### config.mk
export PLATFORM = sky130hd
export DESIGN_NAME = hbw_port
export DESIGN_NICKNAME = d
export VERILOG_FILES = /design/src/hbw_pkg.sv /design/src/hbw_port.sv /design/src/hbw_group.sv
export SDC_FILE = /design/constraint.sdc
export NUM_CORES = 1
export LEC_CHECK = 0
export ABC_AREA = 0
export BUFFER_PORTS_ARGS = -buffer_cell sky130_fd_sc_hd__buf_4
export CORE_MARGIN = 8
export CORE_UTILIZATION = 61
export CTS_CLUSTER_SIZE = 16
export DETAILED_ROUTE_END_ITERATION = 8
export GPL_TIMING_DRIVEN = 0
export PLACE_DENSITY = 0.81
export SYNTH_ARGS = -nofsm -noshare
export SYNTH_HDL_FRONTEND = slang
export SYNTH_SLANG_ARGS = --single-unit
### constraint.sdc
create_clock -name sys_clk -period 3.8 [get_ports sys_clk]
set_input_delay 0.95 -clock sys_clk [delete_from_list [all_inputs] [get_ports sys_clk]]
set_output_delay 0.95 -clock sys_clk [all_outputs]
set_load 0.01 [all_outputs]
### src/hbw_pkg.sv
// shared constants and carrier types of the host bus wait handshake port
package hbw_pkg;

  // ************************************************************
  // clocks and internal processor cycle
  // ************************************************************
  localparam int SYS_CLK_KHZ = 125000;
  localparam int CORE_CLK_KHZ = 58320;
  localparam int CORE_PER_PROC = 2;
  localparam int PROC_INC = CORE_CLK_KHZ / CORE_PER_PROC;
  localparam int ACC_W = 17;

  // ************************************************************
  // stretch limits in internal processor cycles
  // ************************************************************
  localparam logic [6:0] IMEM_WR_MIN = 7'h05;
  localparam logic [6:0] IMEM_WR_MAX = 7'h07;
  localparam logic [6:0] DRAM_WR_MIN = 7'h09;
  localparam logic [6:0] DRAM_WR_MAX = 7'h1d;
  localparam logic [6:0] IMEM_RD_MIN = 7'h06;
  localparam logic [6:0] IMEM_RD_MAX = 7'h07;
  localparam logic [6:0] DRAM_RD_MIN = 7'h09;
  localparam logic [6:0] DRAM_RD_MAX = 7'h21;
  localparam logic [6:0] THROTTLE_MAX = 7'h61;

  // ************************************************************
  // data ram access policing
  // ************************************************************
  localparam int FRAME_US = 125;
  localparam int FRAME_CYC = FRAME_US * SYS_CLK_KHZ / 1000;
  localparam int GAP_NS = 600;
  localparam int GAP_CYC = (GAP_NS * SYS_CLK_KHZ + 999999) / 1000000;
  localparam logic [6:0] GAP_LIMIT = 7'(GAP_CYC);
  localparam logic [4:0] FRAME_ACC_LIMIT = 5'h10;

  // ************************************************************
  // address decode and carriers
  // ************************************************************
  localparam int GROUPS = 4;
  localparam int KIND_MSB = 7;
  localparam int KIND_LSB = 6;

  typedef enum logic [1:0]
  {
    HBW_KIND_REG = 2'b00,
    HBW_KIND_IMEM = 2'b01,
    HBW_KIND_DRAM = 2'b10
  } hbw_kind_t;

  typedef struct packed
  {
    logic write;
    hbw_kind_t kind;
  } hbw_access_t;

  typedef struct packed
  {
    logic waiting;
    logic complete;
    logic is_read;
  } hbw_status_t;

endpackage : hbw_pkg

### src/hbw_port.sv
// four-group host bus port with counted wait handshake
// Behaviour
// - stretch is counted in internal cycles of two core clock periods
// - strobe writes: ready low none, 5-7 imem, 9-29 data ram cycles
// - data ram overuse stretches wait up to 97 internal cycles
// - data-strobe chip select is OR of group select and lower strobe
// - data-strobe reads: ack low promptly for registers, after data for memory
// - data-strobe read ack: 6-7 imem, 9-33 data ram cycles
// - memory read data valid no later than acknowledge
// - ack may go from low straight to high impedance
// - handshake output driven only while its group is selected
// - four independent groups each with own select and handshake
// - data-strobe writes: ack low promptly for registers, late for memory
// - strobe reads: ready low none, 6-7 imem, 9-33 data ram cycles
`timescale 1ns/1ns
module hbw_port
#(
  parameter int FRAME_CYC = hbw_pkg::FRAME_CYC
)
(
  input wire logic sys_clk,
  input wire logic rst_n,
  input wire logic data_strobe_style,
  input wire logic [3:0] group_select_n,
  input wire logic read_strobe_n,
  input wire logic write_strobe_n,
  input wire logic lower_data_strobe_n,
  input wire logic read_not_write,
  input wire logic [7:0] host_addr,
  output logic [7:0] host_data_o,
  output logic host_data_oe,
  output logic [3:0] group_ready_o,
  output logic [3:0] group_ready_oe,
  output logic [3:0] group_transfer_ack_n_o,
  output logic [3:0] group_transfer_ack_n_oe,
  output logic [3:0] proc_req,
  output logic proc_write,
  input wire logic [3:0] proc_done,
  input wire logic [31:0] proc_rdata,
  input wire logic [7:0] reg_rdata
);

  // ************************************************************
  // internal processor cycle enable
  // ************************************************************
  logic [hbw_pkg::ACC_W-1:0] phase_reg, phase_next;
  logic proc_tick_reg, proc_tick_next;
  logic [hbw_pkg::ACC_W:0] phase_sum;

  always_comb
  begin
    phase_sum = {1'b0, phase_reg} + (hbw_pkg::ACC_W + 1)'(hbw_pkg::PROC_INC);
    proc_tick_next = 1'b0;
    phase_next = phase_sum[hbw_pkg::ACC_W-1:0];
    if (phase_sum >= (hbw_pkg::ACC_W + 1)'(hbw_pkg::SYS_CLK_KHZ))
    begin
      proc_tick_next = 1'b1;
      phase_next = (hbw_pkg::ACC_W)'(phase_sum
        - (hbw_pkg::ACC_W + 1)'(hbw_pkg::SYS_CLK_KHZ));
    end
  end

  always_ff @(posedge sys_clk or negedge rst_n)
  begin
    if (!rst_n)
    begin
      phase_reg <= '0;
      proc_tick_reg <= 1'b0;
    end
    else
    begin
      phase_reg <= phase_next;
      proc_tick_reg <= proc_tick_next;
    end
  end

  // ************************************************************
  // access detection per group
  // ************************************************************
  hbw_pkg::hbw_access_t acc;
  logic [3:0] active, active_reg, start;
  logic [3:0] chip_sel_n;

  always_comb
  begin
    // the spare top code is served as data ram, never as a fourth kind
    if (host_addr[hbw_pkg::KIND_MSB])
      acc.kind = hbw_pkg::HBW_KIND_DRAM;
    else
      acc.kind = hbw_pkg::hbw_kind_t'(host_addr[hbw_pkg::KIND_MSB:
        hbw_pkg::KIND_LSB]);
    acc.write = data_strobe_style ? !read_not_write : !write_strobe_n;
    for (int g = 0; g < hbw_pkg::GROUPS; g++)
    begin
      chip_sel_n[g] = group_select_n[g] | lower_data_strobe_n;
      if (data_strobe_style)
        active[g] = !chip_sel_n[g];
      else
        active[g] = !group_select_n[g]
          && (!read_strobe_n || !write_strobe_n);
    end
    start = active & ~active_reg;
  end

  always_ff @(posedge sys_clk or negedge rst_n)
  begin
    if (!rst_n)
      active_reg <= 4'h0;
    else
      active_reg <= active;
  end

  // ************************************************************
  // data ram policing
  // ************************************************************
  logic [13:0] frame_reg, frame_next;
  logic [4:0] dram_cnt_reg [4];
  logic [4:0] dram_cnt_next [4];
  logic [6:0] gap_reg [4];
  logic [6:0] gap_next [4];
  logic [3:0] throttle;
  logic frame_end;

  always_comb
  begin
    frame_end = frame_reg == 14'(FRAME_CYC - 1);
    frame_next = frame_end ? 14'h0000 : frame_reg + 14'h0001;
    for (int g = 0; g < hbw_pkg::GROUPS; g++)
    begin
      // only data ram is policed; other kinds keep their own stretch
      throttle[g] = acc.kind == hbw_pkg::HBW_KIND_DRAM
        && ((dram_cnt_reg[g] >= hbw_pkg::FRAME_ACC_LIMIT)
        || (gap_reg[g] < hbw_pkg::GAP_LIMIT));
      dram_cnt_next[g] = frame_end ? 5'h00 : dram_cnt_reg[g];
      gap_next[g] = gap_reg[g];
      if (gap_reg[g] != hbw_pkg::GAP_LIMIT)
        gap_next[g] = gap_reg[g] + 7'h01;
      if (start[g] && acc.kind == hbw_pkg::HBW_KIND_DRAM)
      begin
        gap_next[g] = 7'h00;
        if (dram_cnt_next[g] != 5'h1f)
          dram_cnt_next[g] = dram_cnt_next[g] + 5'h01;
      end
    end
  end

  always_ff @(posedge sys_clk or negedge rst_n)
  begin
    if (!rst_n)
    begin
      frame_reg <= 14'h0000;
      for (int g = 0; g < hbw_pkg::GROUPS; g++)
      begin
        dram_cnt_reg[g] <= 5'h00;
        gap_reg[g] <= hbw_pkg::GAP_LIMIT;
      end
    end
    else
    begin
      frame_reg <= frame_next;
      for (int g = 0; g < hbw_pkg::GROUPS; g++)
      begin
        dram_cnt_reg[g] <= dram_cnt_next[g];
        gap_reg[g] <= gap_next[g];
      end
    end
  end

  // ************************************************************
  // groups
  // ************************************************************
  hbw_pkg::hbw_status_t status [4];
  logic [7:0] grp_rdata [4];

  for (genvar g = 0; g < hbw_pkg::GROUPS; g++)
  begin : grp
    hbw_group u_group
    (
      .sys_clk(sys_clk),
      .rst_n(rst_n),
      .proc_tick(proc_tick_reg),
      .start(start[g]),
      .active(active[g]),
      .acc(acc),
      .throttle(throttle[g]),
      .proc_done(proc_done[g]),
      .proc_rdata(proc_rdata[8*g +: 8]),
      .reg_rdata(reg_rdata),
      .status(status[g]),
      .proc_req(proc_req[g]),
      .rdata_reg(grp_rdata[g])
    );
  end

  assign proc_write = acc.write;

  // ************************************************************
  // pins
  // ************************************************************
  always_comb
  begin
    host_data_o = 8'h00;
    host_data_oe = 1'b0;
    for (int g = hbw_pkg::GROUPS - 1; g >= 0; g--)
    begin
      group_ready_oe[g] = !data_strobe_style && !group_select_n[g];
      group_ready_o[g] = !(status[g].waiting || (start[g]
        && acc.kind != hbw_pkg::HBW_KIND_REG));
      group_transfer_ack_n_oe[g] = data_strobe_style
        && !group_select_n[g];
      group_transfer_ack_n_o[g] = !status[g].complete;
      if (status[g].complete && status[g].is_read && active[g])
      begin
        host_data_o = grp_rdata[g];
        host_data_oe = 1'b1;
      end
    end
  end

  // ************************************************************
  // checks
  // ************************************************************
  tick_spacing_a: assert property (@(posedge sys_clk) disable iff (!rst_n)
    proc_tick_reg |=> !proc_tick_reg [*3])
    else $error("internal cycle shorter than two core clocks");
  ack_release_a: assert property (@(posedge sys_clk) disable iff (!rst_n)
    group_select_n[0] |-> !group_transfer_ack_n_oe[0]
      && !group_ready_oe[0])
    else $error("handshake driven while group deselected");
  chip_select_a: assert property (@(posedge sys_clk) disable iff (!rst_n)
    data_strobe_style && (group_select_n[1] || lower_data_strobe_n)
      |-> !active[1])
    else $error("access seen without both select and strobe");
  ack_data_a: assert property (@(posedge sys_clk) disable iff (!rst_n)
    data_strobe_style && !group_transfer_ack_n_o[2] && status[2].is_read
      && active[2] |-> host_data_oe && host_data_o == grp_rdata[2])
    else $error("acknowledge ahead of read data");
  ready_wait_a: assert property (@(posedge sys_clk) disable iff (!rst_n)
    !data_strobe_style && start[3] && acc.kind == hbw_pkg::HBW_KIND_DRAM
      |-> !group_ready_o[3] ##1 !group_ready_o[3] [*8])
    else $error("data ram ready wait too short");
  reg_cov: cover property (@(posedge sys_clk) start[0]
    && acc.kind == hbw_pkg::HBW_KIND_REG);
  imem_cov: cover property (@(posedge sys_clk) start[1]
    && acc.kind == hbw_pkg::HBW_KIND_IMEM && acc.write);
  dram_cov: cover property (@(posedge sys_clk) start[2]
    && acc.kind == hbw_pkg::HBW_KIND_DRAM && data_strobe_style);

endmodule : hbw_port

### src/hbw_group.sv
// one select group: stretch counter and handshake state
`timescale 1ns/1ns
module hbw_group
(
  input wire logic sys_clk,
  input wire logic rst_n,
  input wire logic proc_tick,
  input wire logic start,
  input wire logic active,
  input wire hbw_pkg::hbw_access_t acc,
  input wire logic throttle,
  input wire logic proc_done,
  input wire logic [7:0] proc_rdata,
  input wire logic [7:0] reg_rdata,
  output hbw_pkg::hbw_status_t status,
  output logic proc_req,
  output logic [7:0] rdata_reg
);

  typedef enum logic [1:0]
  {
    HBW_ST_IDLE = 2'b00,
    HBW_ST_WAIT = 2'b01,
    HBW_ST_DONE = 2'b10
  } hbw_state_t;

  hbw_state_t state_reg, state_next;
  hbw_pkg::hbw_access_t acc_reg, acc_next;
  logic [6:0] cnt_reg, cnt_next;
  logic seen_reg, seen_next;
  logic thr_reg, thr_next;
  logic [7:0] rdata_next;
  logic [6:0] lo, hi;
  logic finish;

  // ************************************************************
  // limits of the access in progress
  // ************************************************************
  always_comb
  begin
    lo = hbw_pkg::DRAM_RD_MIN;
    hi = hbw_pkg::DRAM_RD_MAX;
    case ({acc_reg.write, acc_reg.kind})
      {1'b1, hbw_pkg::HBW_KIND_IMEM}:
      begin
        lo = hbw_pkg::IMEM_WR_MIN;
        hi = hbw_pkg::IMEM_WR_MAX;
      end
      {1'b1, hbw_pkg::HBW_KIND_DRAM}:
      begin
        lo = hbw_pkg::DRAM_WR_MIN;
        hi = hbw_pkg::DRAM_WR_MAX;
      end
      {1'b0, hbw_pkg::HBW_KIND_IMEM}:
      begin
        lo = hbw_pkg::IMEM_RD_MIN;
        hi = hbw_pkg::IMEM_RD_MAX;
      end
      default:
      begin
        lo = hbw_pkg::DRAM_RD_MIN;
        hi = hbw_pkg::DRAM_RD_MAX;
      end
    endcase
    // a policed access is held to the throttle length, done or not;
    // one tick past the least, as the first tick after start may be partial
    if (thr_reg)
      finish = cnt_reg >= hbw_pkg::THROTTLE_MAX;
    else
      finish = (cnt_reg > lo) && (seen_reg || cnt_reg >= hi);
  end

  // ************************************************************
  // state
  // ************************************************************
  always_comb
  begin
    state_next = state_reg;
    acc_next = acc_reg;
    cnt_next = cnt_reg;
    seen_next = seen_reg | proc_done;
    thr_next = thr_reg;
    rdata_next = rdata_reg;
    proc_req = 1'b0;
    case (state_reg)
      HBW_ST_IDLE:
      begin
        if (start)
        begin
          acc_next = acc;
          cnt_next = 7'h00;
          seen_next = 1'b0;
          thr_next = throttle;
          if (acc.kind == hbw_pkg::HBW_KIND_REG)
          begin
            state_next = HBW_ST_DONE;
            rdata_next = reg_rdata;
          end
          else
          begin
            state_next = HBW_ST_WAIT;
            proc_req = 1'b1;
          end
        end
      end
      HBW_ST_WAIT:
      begin
        if (proc_tick && cnt_reg != hbw_pkg::THROTTLE_MAX)
          cnt_next = cnt_reg + 7'h01;
        if (finish)
        begin
          state_next = HBW_ST_DONE;
          if (!acc_reg.write)
            rdata_next = proc_rdata;
        end
      end
      HBW_ST_DONE:
      begin
        if (!active)
          state_next = HBW_ST_IDLE;
      end
      default:
        state_next = HBW_ST_IDLE;
    endcase
  end

  always_ff @(posedge sys_clk or negedge rst_n)
  begin
    if (!rst_n)
    begin
      state_reg <= HBW_ST_IDLE;
      acc_reg <= '0;
      cnt_reg <= 7'h00;
      seen_reg <= 1'b0;
      thr_reg <= 1'b0;
      rdata_reg <= 8'h00;
    end
    else
    begin
      state_reg <= state_next;
      acc_reg <= acc_next;
      cnt_reg <= cnt_next;
      seen_reg <= seen_next;
      thr_reg <= thr_next;
      rdata_reg <= rdata_next;
    end
  end

  assign status.waiting = state_reg == HBW_ST_WAIT;
  assign status.complete = state_reg == HBW_ST_DONE;
  assign status.is_read = !acc_reg.write;

  // ************************************************************
  // checks
  // ************************************************************
  reg_prompt_a: assert property (@(posedge sys_clk) disable iff (!rst_n)
    start && acc.kind == hbw_pkg::HBW_KIND_REG |=> status.complete)
    else $error("register access not acknowledged next cycle");
  min_stretch_a: assert property (@(posedge sys_clk) disable iff (!rst_n)
    $rose(status.complete) && $past(status.waiting) |->
      $past(cnt_reg) > $past(lo))
    else $error("memory access ended before its least stretch");
  max_stretch_a: assert property (@(posedge sys_clk) disable iff (!rst_n)
    status.waiting && !thr_reg |-> cnt_reg <= hi)
    else $error("memory access stretched past its longest time");
  throttle_cap_a: assert property (@(posedge sys_clk) disable iff (!rst_n)
    status.waiting |-> cnt_reg <= hbw_pkg::THROTTLE_MAX)
    else $error("throttled wait beyond its cap");
  read_data_a: assert property (@(posedge sys_clk) disable iff (!rst_n)
    status.waiting && finish && !acc_reg.write |=>
      rdata_reg == $past(proc_rdata))
    else $error("read data not in place at acknowledge");
  throttle_cov: cover property (@(posedge sys_clk) status.waiting && thr_reg
    && finish);

endmodule : hbw_group

## Yosys cells after proc, flatten, opt, wreduce, memory -nomap -nowiden

Cells that the tools add are included.

| word-level totals | value |
|---|---|
| output and inout bits | 30 |
| ROM bits | 0 |
| RAM bits | 0 |
| memories | 0 |
| bits in latches | 0 |
| bits in registers | 172 |
| logic and storage cells | 367 |

| cells by class | value |
|---|---|
| $mul | 0 |
| $lt $le $gt $ge | 21 |
| divide/modulo/power cells | 0 |
| bitwise operators | 10 |
| add/subtract/negate cells | 15 |
| equal/unequal tests | 58 |
| reduce and logical (&&, ||, !) cells | 111 |
| mux-type cells | 112 |
| shift-type cells | 0 |

Operator list:

| operator | number |
|---|---|
| 2-to-1 mux 8 bit | 17 |
| 2-to-1 mux 7 bit | 16 |
| one-hot mux 8 bit (2 select lines) | 4 |
| 2-to-1 mux 5 bit | 12 |
| adder 7 x 1 -> 7 bit, second input constant | 8 |
| != test 7 bit, second input constant | 8 |
| one-hot mux 7 bit (2 select lines) | 4 |
| one-hot mux 6 bit (2 select lines) | 4 |
| logical AND 1 bit | 40 |
| one-hot mux 4 bit (2 select lines) | 4 |
| 2-to-1 mux 1 bit | 31 |
| != test 2 bit, second input constant | 15 |
| greater-or-equal comparator 7 x 6 -> 1 bit | 4 |
| greater-or-equal comparator 7 bit, second input constant | 4 |
| greater-than comparator 7 x 4 -> 1 bit | 4 |
| < comparator 7 bit, second input constant | 4 |
| 2-to-1 mux 2 bit | 14 |
| == test 3 bit, second input constant | 8 |
| logical NOT 1 bit | 24 |
| one-hot mux 2 bit (3 select lines) | 4 |
| AND reduction 3 bit | 8 |
| adder 5 x 1 -> 5 bit, second input constant | 4 |
| greater-or-equal comparator 5 bit, second input constant | 4 |
| != test 5 bit, second input constant | 4 |
| other kinds (20) | 78 |

## Longest topological paths before layout

Gate-level depths: netlist of run 1.

| depth | value |
|---|---|
| depth in word-level cells | 9 |
| mapped depth | 12 |
| depth with buffers taken out | 11 |

## Hierarchy

Synthesis of run 1 repeated with hierarchy kept, for this count alone.

| second synthesis, totals | value |
|---|---|
| cell total of the unflattened synthesis | 1071 |
| area, all modules | 10371.2 µm² |

Modules (own cells, without submodules):

| module | cells each | area each (µm²) | sequential area each (µm²) | instances |
|---|---|---|---|---|
| hbw_group | 130 | 1350.0 | 550.5 | 4 |
| hbw_port | 551 | 4971.0 | 2047.0 | 1 |

## Worst setup path after synthesis of run 1

Ideal clock, no wire load.

| path | value |
|---|---|
| kind | input to output |
| start | input data_strobe_style |
| end | output host_data_o[0] |
| data arrival time | 2.561 ns |
| path slack | 0.289 ns |
| cell stages on the path | 8 |
| required time | 2.850 ns |
| path buffers | 1 |
| cells stage by stage | buf_6 > nand2_1 > o21ai_2 > or4_1 > nor2_1 > a221o_1 > o21ai_0 > o21ai_0 |

| on the way | value |
|---|---|
| word-level cells in the longest chain between the ends | 6 |
| elaborated cells between the ends (all ways) | 12 |
| classes of those cells | mux (8); reduce/logical (4) |

Ends and longest elaborated chain:

| element | line | source |
|---|---|---|
| from (decl) | hbw_port.sv:23 | `input wire logic data_strobe_style,` |
| 2-to-1 mux 1 bit | hbw_port.sv:96 | `if (data_strobe_style)` |
| logical AND 1 bit | hbw_port.sv:212 | `if (status[g].complete && status[g].is_read && active[g])` |
| 2-to-1 mux 8 bit (3 in series) | hbw_port.sv:212 |  |
| 2-to-1 mux 8 bit (*) | hbw_port.sv:212 |  |
| to (decl) | hbw_port.sv:30 | `output logic [7:0] host_data_o,` |

Every way passes the cells marked *; elsewhere a longest branch is shown, timed or not.

## Worst setup path in the final report of run 1

| path | value |
|---|---|
| start | input data_strobe_style |
| end | output host_data_o[5] |

Same word-level chain as after synthesis.

==> flow_metrics.env, run 1 <==
export IMPL_endpoint_kind="output port"
export IMPL_switching_share_pct=35.48
export IMPL_async_reset_ff_share_pct=100.0
export IMPL_vias=8848
export IMPL_powerDensity_nw_per_um2=571.5
export IMPL_synth_seq_cells=169
export IMPL_outcome="finished, final reports clean"
export IMPL_worstPathMaxFanout=8
export IMPL_layout_setup_ws_ns=0.05093
export IMPL_core_region_area_um2=16580
export IMPL_p_clk_share_pct=23.6
export IMPL_area_delta_synth_final_pct=15.79
export IMPL_drive_gt1_share_pct=18.78
export IMPL_grt_pass1_wl_um=42570
export IMPL_dr_pass1_iters=5
export IMPL_crit_slowest_cell="or4_4"
export IMPL_intPower_mw=4.430
export IMPL_postPlaceCellArea_um2=11320
export IMPL_clk_latency_ns=0.43
export IMPL_synthAdderAreaFrac_pct=6.753
export IMPL_tightest_slew_ns=1.051
export IMPL_required_ns=2.85
export IMPL_cp_arrival_ns=2.80
export IMPL_multi_input_area_um2=5807
export IMPL_cts_clk_slew_worst_paths_ns=0.06
export IMPL_synth_warnings=0
export IMPL_maxCapViolCount=0
export IMPL_synth_edf_count=0
export IMPL_yosysTopAreaCellShare_pct=36.90
export IMPL_clockBufferDepth=2
export IMPL_place_ws_ns=-0.7823
export IMPL_die_h_um=146.4
export IMPL_mostFrequentLayoutCell="dfrtp_1"
export IMPL_synth_simple_area_share_pct=23.52
export IMPL_power_frac_seq_pct=41.3
export IMPL_antenna_found_initial=0
export IMPL_grt_pass1_vias=8603
export IMPL_rr_worst_depth=11
export IMPL_crit_chain="buf_8 -> buf_6 -> nand2_4 -> o21ai_4 -> or4_4 -> nor2_4 -> a221o_1 -> o21ai_1 -> o21ai_1 -> buf_4"
export IMPL_synth_compound_area_share_pct=12.98
export IMPL_grt_max_degree=113
export IMPL_holdBufCountCts=0
export IMPL_power_frac_comb_pct=35.1
export IMPL_ys_types=79
export IMPL_drtAntennaViolNets=0
export IMPL_initial_core_util_pct=62.56
export IMPL_avgViaCountPerCell=6.035
export IMPL_fmax_mhz=266.7
export IMPL_synth_largest_area_cell="dfrtp_1"
export IMPL_hp_class="in2async"
export IMPL_finalCriticalPeriod_ns=3.749
export IMPL_cts_sinks=169
export IMPL_die_area_um2=21440
export IMPL_critPathKind="in2out"
export IMPL_portBuffers=85
export IMPL_die_w_um=146.4
export IMPL_slowest_delay_ns=0.53
export IMPL_final_cell_mix="153 x dfrtp_1, 140 x nand2_1, 122 x nor2_1"
export IMPL_drt_iter0_markers=694
export IMPL_synth_seq_area_share_pct=40.96
export IMPL_syn_area_um2=10370
export IMPL_fin_nets=1354
export IMPL_hpwl_um=18330
export IMPL_setup_violations=0
export IMPL_cts_max_level=4
export IMPL_synth_mux_area_fraction_pct=6.271
export IMPL_slew_headroom_pct=29.40
export IMPL_grt_ovfl_total=0
export IMPL_final_design_area_no_fill_um2=12010
export IMPL_largest_register_ffs=32
export IMPL_seq_area_um2=4249
export IMPL_power_leakage_nw=5.352
export IMPL_p_switching_mw=2.436
export IMPL_n_antenna_cell=0
export IMPL_wl_um=26020
export IMPL_rsz0062_at_grt="yes"
export IMPL_fin_skew_ns=0.008303
export IMPL_total_power_mw=6.866
export IMPL_synth_xor_area_share_pct=5.656
export IMPL_gp_congestion=0.8932
export IMPL_synth_avg_cell_area_um2=9.239
export IMPL_post_route_period_util_pct=98.66
export IMPL_rows=47
export IMPL_vdd_drop_max_mv=0.3489
export IMPL_io_pins=93
export IMPL_numCtsBuffers=17
export IMPL_avgRoutedWirePerCell_um=17.75
export IMPL_path_common_cell="o21ai_1"
export IMPL_cp_start_kind="input port"
export IMPL_grt_usage_pct=24.39
export IMPL_tns_ns=0
export IMPL_hold_viol=0
export IMPL_drv_slew=0
export IMPL_synth_top_flop_cell="dfrtp_1"
export IMPL_nFillCells=1242
export IMPL_cts_tree="built"
export IMPL_route_detailed_drc=0
export IMPL_synth_cells=1123
export IMPL_synth_top_family_by_area="simple AND/OR/NAND/NOR gates"
export IMPL_cts_root_buffer_cell="clkbuf_16"
export IMPL_mappedNetlistNets=1242
export IMPL_synth_area_leaders="dfrtp_1 37%, ha_1 6.8%, nand2_1 5.1%, mux2_2 4.9%, nor2_1 4.5%"
==> worst max-delay path: cells and delay by family <==
family,cells,cell delay (ns)
simple gates,3,0.82
buf+inv,3,0.37
compound gates,4,0.66
==> power by group through the flow <==
stage                     Combinational (mW)  Sequential, mW  Clock, mW
final                                   2.41            2.84       1.62
after floorplan                         1.74            2.70          0
after CTS                               2.40            2.82       1.66
after detailed placement                2.35            2.83          0
after global routing                    2.68            2.91       1.75
after global placement                  2.24            2.80          0
==> cell usage after synthesis, types with 27 or more instances <==
cell type  count
dfrtp_1      153
nand2_1      142
nor2_1       123
o21ai_0       62
ha_1          56
mux2_2        45
nand3_1       44
xnor2_1       40
inv_1         38
nor2b_1       36
clkbuf_1      34
a21oi_1       28
xor2_1        27
==> metal layers <==
layer,vias to the layer above,GRT usage (%),part of all wire (%)
met5,-,0,0
met3,65,5.346,6.5
met2,355,40.42,48
met4,0,10.66,3.4
met1,4245,30.10,42
li1,4183,-,-
==> final timing paths <==
check                                                        start                                 endpoint  slack (ns)
setup / recovery                                 data_strobe_style                           host_data_o[5]        0.05
hold / removal                                               rst_n    grp[0].u_group.cnt_reg[6]$_DFFE_PN0P_        0.45
setup reg to reg             grp[2].u_group.acc_reg[0]$_DFFE_PN0P_  grp[2].u_group.rdata_reg[4]$_DFFE_PN0P_        0.77
hold reg to reg            grp[3].u_group.rdata_reg[7]$_DFFE_PN0P_  grp[3].u_group.rdata_reg[7]$_DFFE_PN0P_        0.49
max in group asynchronous                                    rst_n    grp[1].u_group.cnt_reg[2]$_DFFE_PN0P_        2.45
min in group sys_clk       grp[3].u_group.rdata_reg[7]$_DFFE_PN0P_  grp[3].u_group.rdata_reg[7]$_DFFE_PN0P_        0.49
==> what timing repair did <==
action	4_1_cts	5_1_grt
pin swaps	7	5
cloned	1	0
gates resized for setup	21	5
setup endpoints to repair	9	10
buffers inserted	6	1
==> area by class of cell <==
class	count	share of cell area, %
clock buffer	21	3.916
multi-input combinational	866	48.34
buffer	50	2.166
inverter	38	1.187
tap	220	2.291
clock inverter	9	0.6249
timing repair buffer	93	6.104
sequential	169	35.37
==> per-stage QoR <==
stage,utilization (%),hold slack (ns),std cells
floorplan,-,0.4551,1123
global route,72.44,0.4714,1466
finish,72.44,0.4457,1466
global placement,68.07,0.4675,1428
CTS,72.36,0.4590,1466
detailed placement,68.28,0.4749,1429
==> logic make-up (layout without fill, tap and decap cells) <==
kind of cell / Yosys count / count (layout)
simple gates: 492 / 493
mux: 59 / 59
compound gates: 191 / 191
xor+xnor: 67 / 67
fa+ha+maj: 56 / 56
buf+inv: 89 / 211
flops: 169 / 169
No activity file was read; power rests on OpenSTA's default activity.
==> inputs of run 2 (changes only) <==
Settings changed: SLEW_MARGIN set to 25.
Clock period 3.8 ns to 4.1 ns, I/O delays scaled along.
==> run 2 against run 1 <==
Net effect: cell count about the same; flip-flop and latch count unchanged; highest routed layer unchanged; critical path depth unchanged; sequential power down 7.4%; critical endpoint is now host_data_o[2]; clock power down 7%; combinational power down 7%; count of clock-buffer cells in the layout unchanged; via count up 0.31%; hold slack better by 0.030 ns.
==> flow_metrics.env, run 2 (synthesis gave the netlist of run 1 again) <==
export IMPL_powerDensity_nw_per_um2=530.4
export IMPL_dp_cells=1430
export IMPL_drv_slew=0
export IMPL_final_instance_count_excl_fill=1467
export IMPL_area_delta_synth_final_pct=15.99
export IMPL_die_area_um2=21440
export IMPL_wl_met1_um=10880
export IMPL_avgViaCountPerCell=6.050
export IMPL_fmax_mhz=245.1
export IMPL_cts_root_buffer_cell="clkbuf_16"
export IMPL_holdBufCountCts=0
export IMPL_drtAntennaViolNets=0
export IMPL_maxCapViolCount=0
export IMPL_die_w_um=146.4
export IMPL_slew_headroom_pct=47.88
export IMPL_critPathKind="in2out"
export IMPL_final_design_area_no_fill_um2=12030
export IMPL_grt_ovfl_total=0
export IMPL_fin_skew_ns=0.01314
export IMPL_core_region_area_um2=16580
export IMPL_clk_latency_ns=0.44
export IMPL_worstPathMaxFanout=10
export IMPL_wl_um=26100
export IMPL_postPlaceCellArea_um2=11360
export IMPL_required_ns=3.07
export IMPL_cp_arrival_ns=3.05
export IMPL_numCtsBuffers=17
export IMPL_ff2ff_setup_slack_ns=1.05
export IMPL_vdd_drop_max_mv=0.3343
export IMPL_antenna_found_initial=0
export IMPL_hold_viol=0
export IMPL_endpoint_kind="output port"
export IMPL_setup_violations=0
export IMPL_power_leakage_nw=5.356
export IMPL_dr_wl_met3_um=1588
export IMPL_vias=8875
export IMPL_largest_register_ffs=32
export IMPL_tns_ns=0
export IMPL_drt_iter0_markers=653
export IMPL_cts_sinks=169
export IMPL_drive_gt1_share_pct=18.68
export IMPL_wl_met2_um=12620
export IMPL_grt_usage_pct=24.24
export IMPL_hpwl_um=18570
export IMPL_grt_pass1_vias=8524
export IMPL_die_h_um=146.4
export IMPL_cp_start_kind="input port"
export IMPL_r2r_end="grp[2].u_group.rdata_reg[4]$_DFFE_PN0P_"
export IMPL_cts_max_level=4
export IMPL_route_detailed_drc=0
export IMPL_cts_clk_slew_worst_paths_ns=0.06
export IMPL_gp_congestion=0.8932
export IMPL_top_layer_used="met4"
export IMPL_post_route_period_util_pct=99.51
export IMPL_portBuffers=85
export IMPL_finalCriticalPeriod_ns=4.080
export IMPL_rows=47
export IMPL_rr_worst_depth=10
export IMPL_mostFrequentLayoutCell="dfrtp_1"
export IMPL_tightest_slew_ns=0.7818
export IMPL_nFillCells=1252
export IMPL_fin_util_pct=72.57
export IMPL_place_ws_ns=-0.4015
export IMPL_hp_class="in2async"
export IMPL_avgRoutedWirePerCell_um=17.79
export IMPL_dr_pass1_iters=5
export IMPL_crit_end="host_data_o[2]"
export IMPL_final_cell_mix="153 x dfrtp_1, 141 x nand2_1, 122 x nor2_1"
export IMPL_cts_tree="built"
export IMPL_critPathLaunch="data_strobe_style"
export IMPL_clockBufferDepth=2
export IMPL_grt_max_degree=70
export IMPL_grt_pass1_wl_um=42280
export IMPL_n_antenna_cell=0
export IMPL_initial_core_util_pct=62.56
export IMPL_io_pins=93
export IMPL_layout_setup_ws_ns=0.02006
export IMPL_outcome="finished, final reports clean"
export IMPL_reg2reg_from="grp[2].u_group.acc_reg[0]$_DFFE_PN0P_"
export IMPL_fin_nets=1355
run 2: critical path: stages:
cell and delay [ns]:
buf_4 0.13, buf_6 0.13, nand2_2 0.09, o21ai_4 0.09, or4_4 0.58, nor2_4 0.24
a221o_1 0.20, o21ai_0 0.08, o21ai_0 0.30, buf_4 0.19
run 2: worst min-delay path by stage:
| stage | from | endpoint | slack [ns] | cells past startpoint |
|---|---|---|---|---|
| floorplan | grp[0].u_group.acc_reg[0]$_DFFE_PN0P_ | grp[0].u_group.acc_reg[0]$_DFFE_PN0P_ | 0.46 | 2 |
| CTS | rst_n | grp[0].u_group.seen_reg$_DFF_PN0_ | 0.48 | 1 |
| global route | rst_n | grp[0].u_group.seen_reg$_DFF_PN0_ | 0.49 | 1 |
| global placement | grp[2].u_group.rdata_reg[2]$_DFFE_PN0P_ | grp[2].u_group.rdata_reg[2]$_DFFE_PN0P_ | 0.47 | 1 |
| detailed placement | grp[2].u_group.rdata_reg[2]$_DFFE_PN0P_ | grp[2].u_group.rdata_reg[2]$_DFFE_PN0P_ | 0.47 | 1 |
| finish | rst_n | grp[0].u_group.seen_reg$_DFF_PN0_ | 0.48 | 1 |
run 2: what timing repair did:
item	4_1_cts	5_1_grt
pin swaps	0	7
endpoints found under the setup margin	8	7
resized for setup	9	12
gates cloned	0	1
setup buffers	0	6
run 2: power breakdown:
group          total [mW]  internal [mW]  switching [mW]
combinational        2.24           1.06            1.18
clock                1.51          0.869           0.644
sequential           2.63           2.18           0.447
total                6.38           4.11            2.27
run 2: layout make-up:
| class | count | area, um^2 | area share [%] |
|---|---|---|---|
| multi-input combinational | 866 | 5799 | 48.19 |
| sequential | 169 | 4249 | 35.31 |
| timing repair buffer | 93 | 758.2 | 6.301 |
| clock buffer | 21 | 470.5 | 3.909 |
| tap | 220 | 275.3 | 2.287 |
| buffer | 51 | 264.0 | 2.194 |
| inverter | 38 | 142.6 | 1.185 |
| clock inverter | 9 | 75.07 | 0.6238 |
run 2: metrics by stage:
| step | total power [mW] | hold WS [ns] |
|---|---|---|
| floorplan | 4.117 | 0.4551 |
| global placement | 4.670 | 0.4675 |
| detailed placement | 4.808 | 0.4749 |
| CTS | 6.360 | 0.4841 |
| global route | 6.809 | 0.4912 |
| finish | 6.383 | 0.4755 |
run 2: layer usage:
layer  track usage (%)  up-vias
li1                  -     4193
met1             30.04     4283
met2             39.98      327
met3             4.913       72
met4             11.33        0
met5                 0        -
==> inputs of run 3 (changes only) <==
Settings changed: GPL_TIMING_DRIVEN 0 to not set.
==> run 3 against run 2 <==
Net effect: power up 1.3%; maximum frequency increased by 5.1%; hold slack better by 0.022 ns; cell count is 2.2% lower; design area shrank 1.6%; non-clock buffer count shrank 34; highest routed layer unchanged.
==> flow_metrics.env, run 3 (synthesis gave the netlist of run 1 again) <==
export IMPL_cts_root_buffer_cell="clkbuf_16"
export IMPL_ff2ff_setup_slack_ns=0.94
export IMPL_grt_pass1_wl_um=41830
export IMPL_cp_start_kind="input port"
export IMPL_dr_pass1_iters=5
export IMPL_fmax_mhz=257.7
export IMPL_gp_congestion=0.8967
export IMPL_vias=8608
export IMPL_die_w_um=146.4
export IMPL_post_route_period_util_pct=94.66
export IMPL_clockBufferDepth=2
export IMPL_tns_ns=0
export IMPL_finalCriticalPeriod_ns=3.881
export IMPL_grt_pass1_vias=8487
export IMPL_power_leakage_nw=5.304
export IMPL_fin_skew_ns=0.01366
export IMPL_grt_ovfl_total=0
export IMPL_drv_slew=0
export IMPL_drt_iter0_markers=603
export IMPL_rsz0062_at_grt="no"
export IMPL_maxCapViolCount=0
export IMPL_avgViaCountPerCell=6.003
export IMPL_clk_latency_ns=0.43
export IMPL_cp_arrival_ns=2.86
export IMPL_tightest_slew_ns=0.9321
export IMPL_outcome="finished, final reports clean"
export IMPL_dr_wl_met3_um=1150
export IMPL_cts_tree="built"
export IMPL_hold_viol=0
export IMPL_cts_clk_slew_worst_paths_ns=0.06
export IMPL_whs_path_depth=1
export IMPL_portBuffers=86
export IMPL_vdd_drop_max_mv=0.3689
export IMPL_route_detailed_drc=0
export IMPL_setup_violations=0
export IMPL_io_pins=93
export IMPL_endpoint_kind="output port"
export IMPL_powerDensity_nw_per_um2=546.1
export IMPL_drive_gt1_share_pct=18.86
export IMPL_drtAntennaViolNets=0
export IMPL_required_ns=3.07
export IMPL_antenna_found_initial=0
export IMPL_grt_usage_pct=23.75
export IMPL_postPlaceCellArea_um2=11230
export IMPL_critPathKind="in2out"
export IMPL_min_from="frame_reg[7]$_DFF_PN0_"
export IMPL_reg2reg_from="grp[2].u_group.acc_reg[0]$_DFFE_PN0P_"
export IMPL_hp_class="reg2reg"
export IMPL_final_cell_mix="153 x dfrtp_1, 142 x nand2_1, 122 x nor2_1"
export IMPL_top_layer_used="met4"
export IMPL_rows=47
export IMPL_wl_um=25150
export IMPL_wl_met2_um=12520
export IMPL_rr_worst_depth=10
export IMPL_cts_max_level=4
export IMPL_largest_register_ffs=32
export IMPL_avgRoutedWirePerCell_um=17.54
export IMPL_slew_headroom_pct=37.73
export IMPL_area_delta_synth_final_pct=14.15
export IMPL_numCtsBuffers=17
export IMPL_mostFrequentLayoutCell="dfrtp_1"
export IMPL_grt_max_degree=78
export IMPL_die_h_um=146.4
export IMPL_initial_core_util_pct=62.56
export IMPL_final_design_area_no_fill_um2=11840
export IMPL_die_area_um2=21440
export IMPL_core_region_area_um2=16580
export IMPL_worstPathMaxFanout=11
export IMPL_wl_met1_um=10790
export IMPL_fin_nets=1320
export IMPL_n_antenna_cell=0
export IMPL_cts_sinks=169
export IMPL_critPathLaunch="data_strobe_style"
export IMPL_total_power_mw=6.467
export IMPL_hold_ws_ns=0.4974
export IMPL_hpwl_um=18180
export IMPL_holdBufCountCts=0
run 3: changes by cell type in the layout (fill, tap and decap cells not counted), moves of 3 or more:
cell	change
buf_2	-5
buf_4	+14
buf_6	-5
clkbuf_1	-31
nor4_4	-3
o21ai_0	+7
o21ai_1	-6
run 3: critical path: stages:
cell	delay, ns
buf_4	0.15
nand2_1	0.08
o21ai_2	0.07
or4_1	0.51
nor2_2	0.23
a221o_1	0.20
o21ai_0	0.08
o21ai_0	0.23
buf_4	0.18
buf_4	0.12
run 3: metrics by stage:
step,std cells,utilization [%],setup slack [ns]
after floorplan,1123,-,0.4387
after global placement,1401,67.73,0.1205
after detailed placement,1401,67.73,0.08800
after CTS,1433,71.32,0.09269
after global routing,1434,71.41,0.08177
final,1434,71.41,0.2188
run 3: layer usage:
metal / GRT usage [%] / up-vias
met4: 9.686 / 0
met1: 29.44 / 4203
li1: - / 4119
met3: 4.141 / 48
met5: 0 / -
met2: 40.32 / 238
run 3: path summary, 6_finish.rpt:
path / endpoint
min in group asynchronous: grp[0].u_group.cnt_reg[6]$_DFFE_PN0P_
worst max register to register: grp[2].u_group.rdata_reg[1]$_DFFE_PN0P_
worst max-delay path: host_data_o[0]
max in group asynchronous: gap_reg[13]$_DFFE_PN1P_
worst min register to register: frame_reg[7]$_DFF_PN0_
worst min-delay path: frame_reg[7]$_DFF_PN0_
run 3: layout make-up:
class                   count  area, um^2
clock buffers              20       446.7
clock inverters            12       148.9
fillers                  1269        4741
inverters                  38       142.6
multi-input cells         865        5738
flip-flops and latches    169        4249
well taps                 220       275.3
repair buffers            110       842.1
run 3: power by group:
group	switching (mW)	leakage (nW)	internal, mW
Combinational	1.10	2.90	1.04
Sequential	0.496	2.11	2.18
Clock	0.671	0.294	0.974
Total	2.27	5.30	4.20
run 3: timing repair:
action	in CTS	in global routing
resized for setup	0	1
setup endpoints to repair	0	5
buffers inserted	0	1
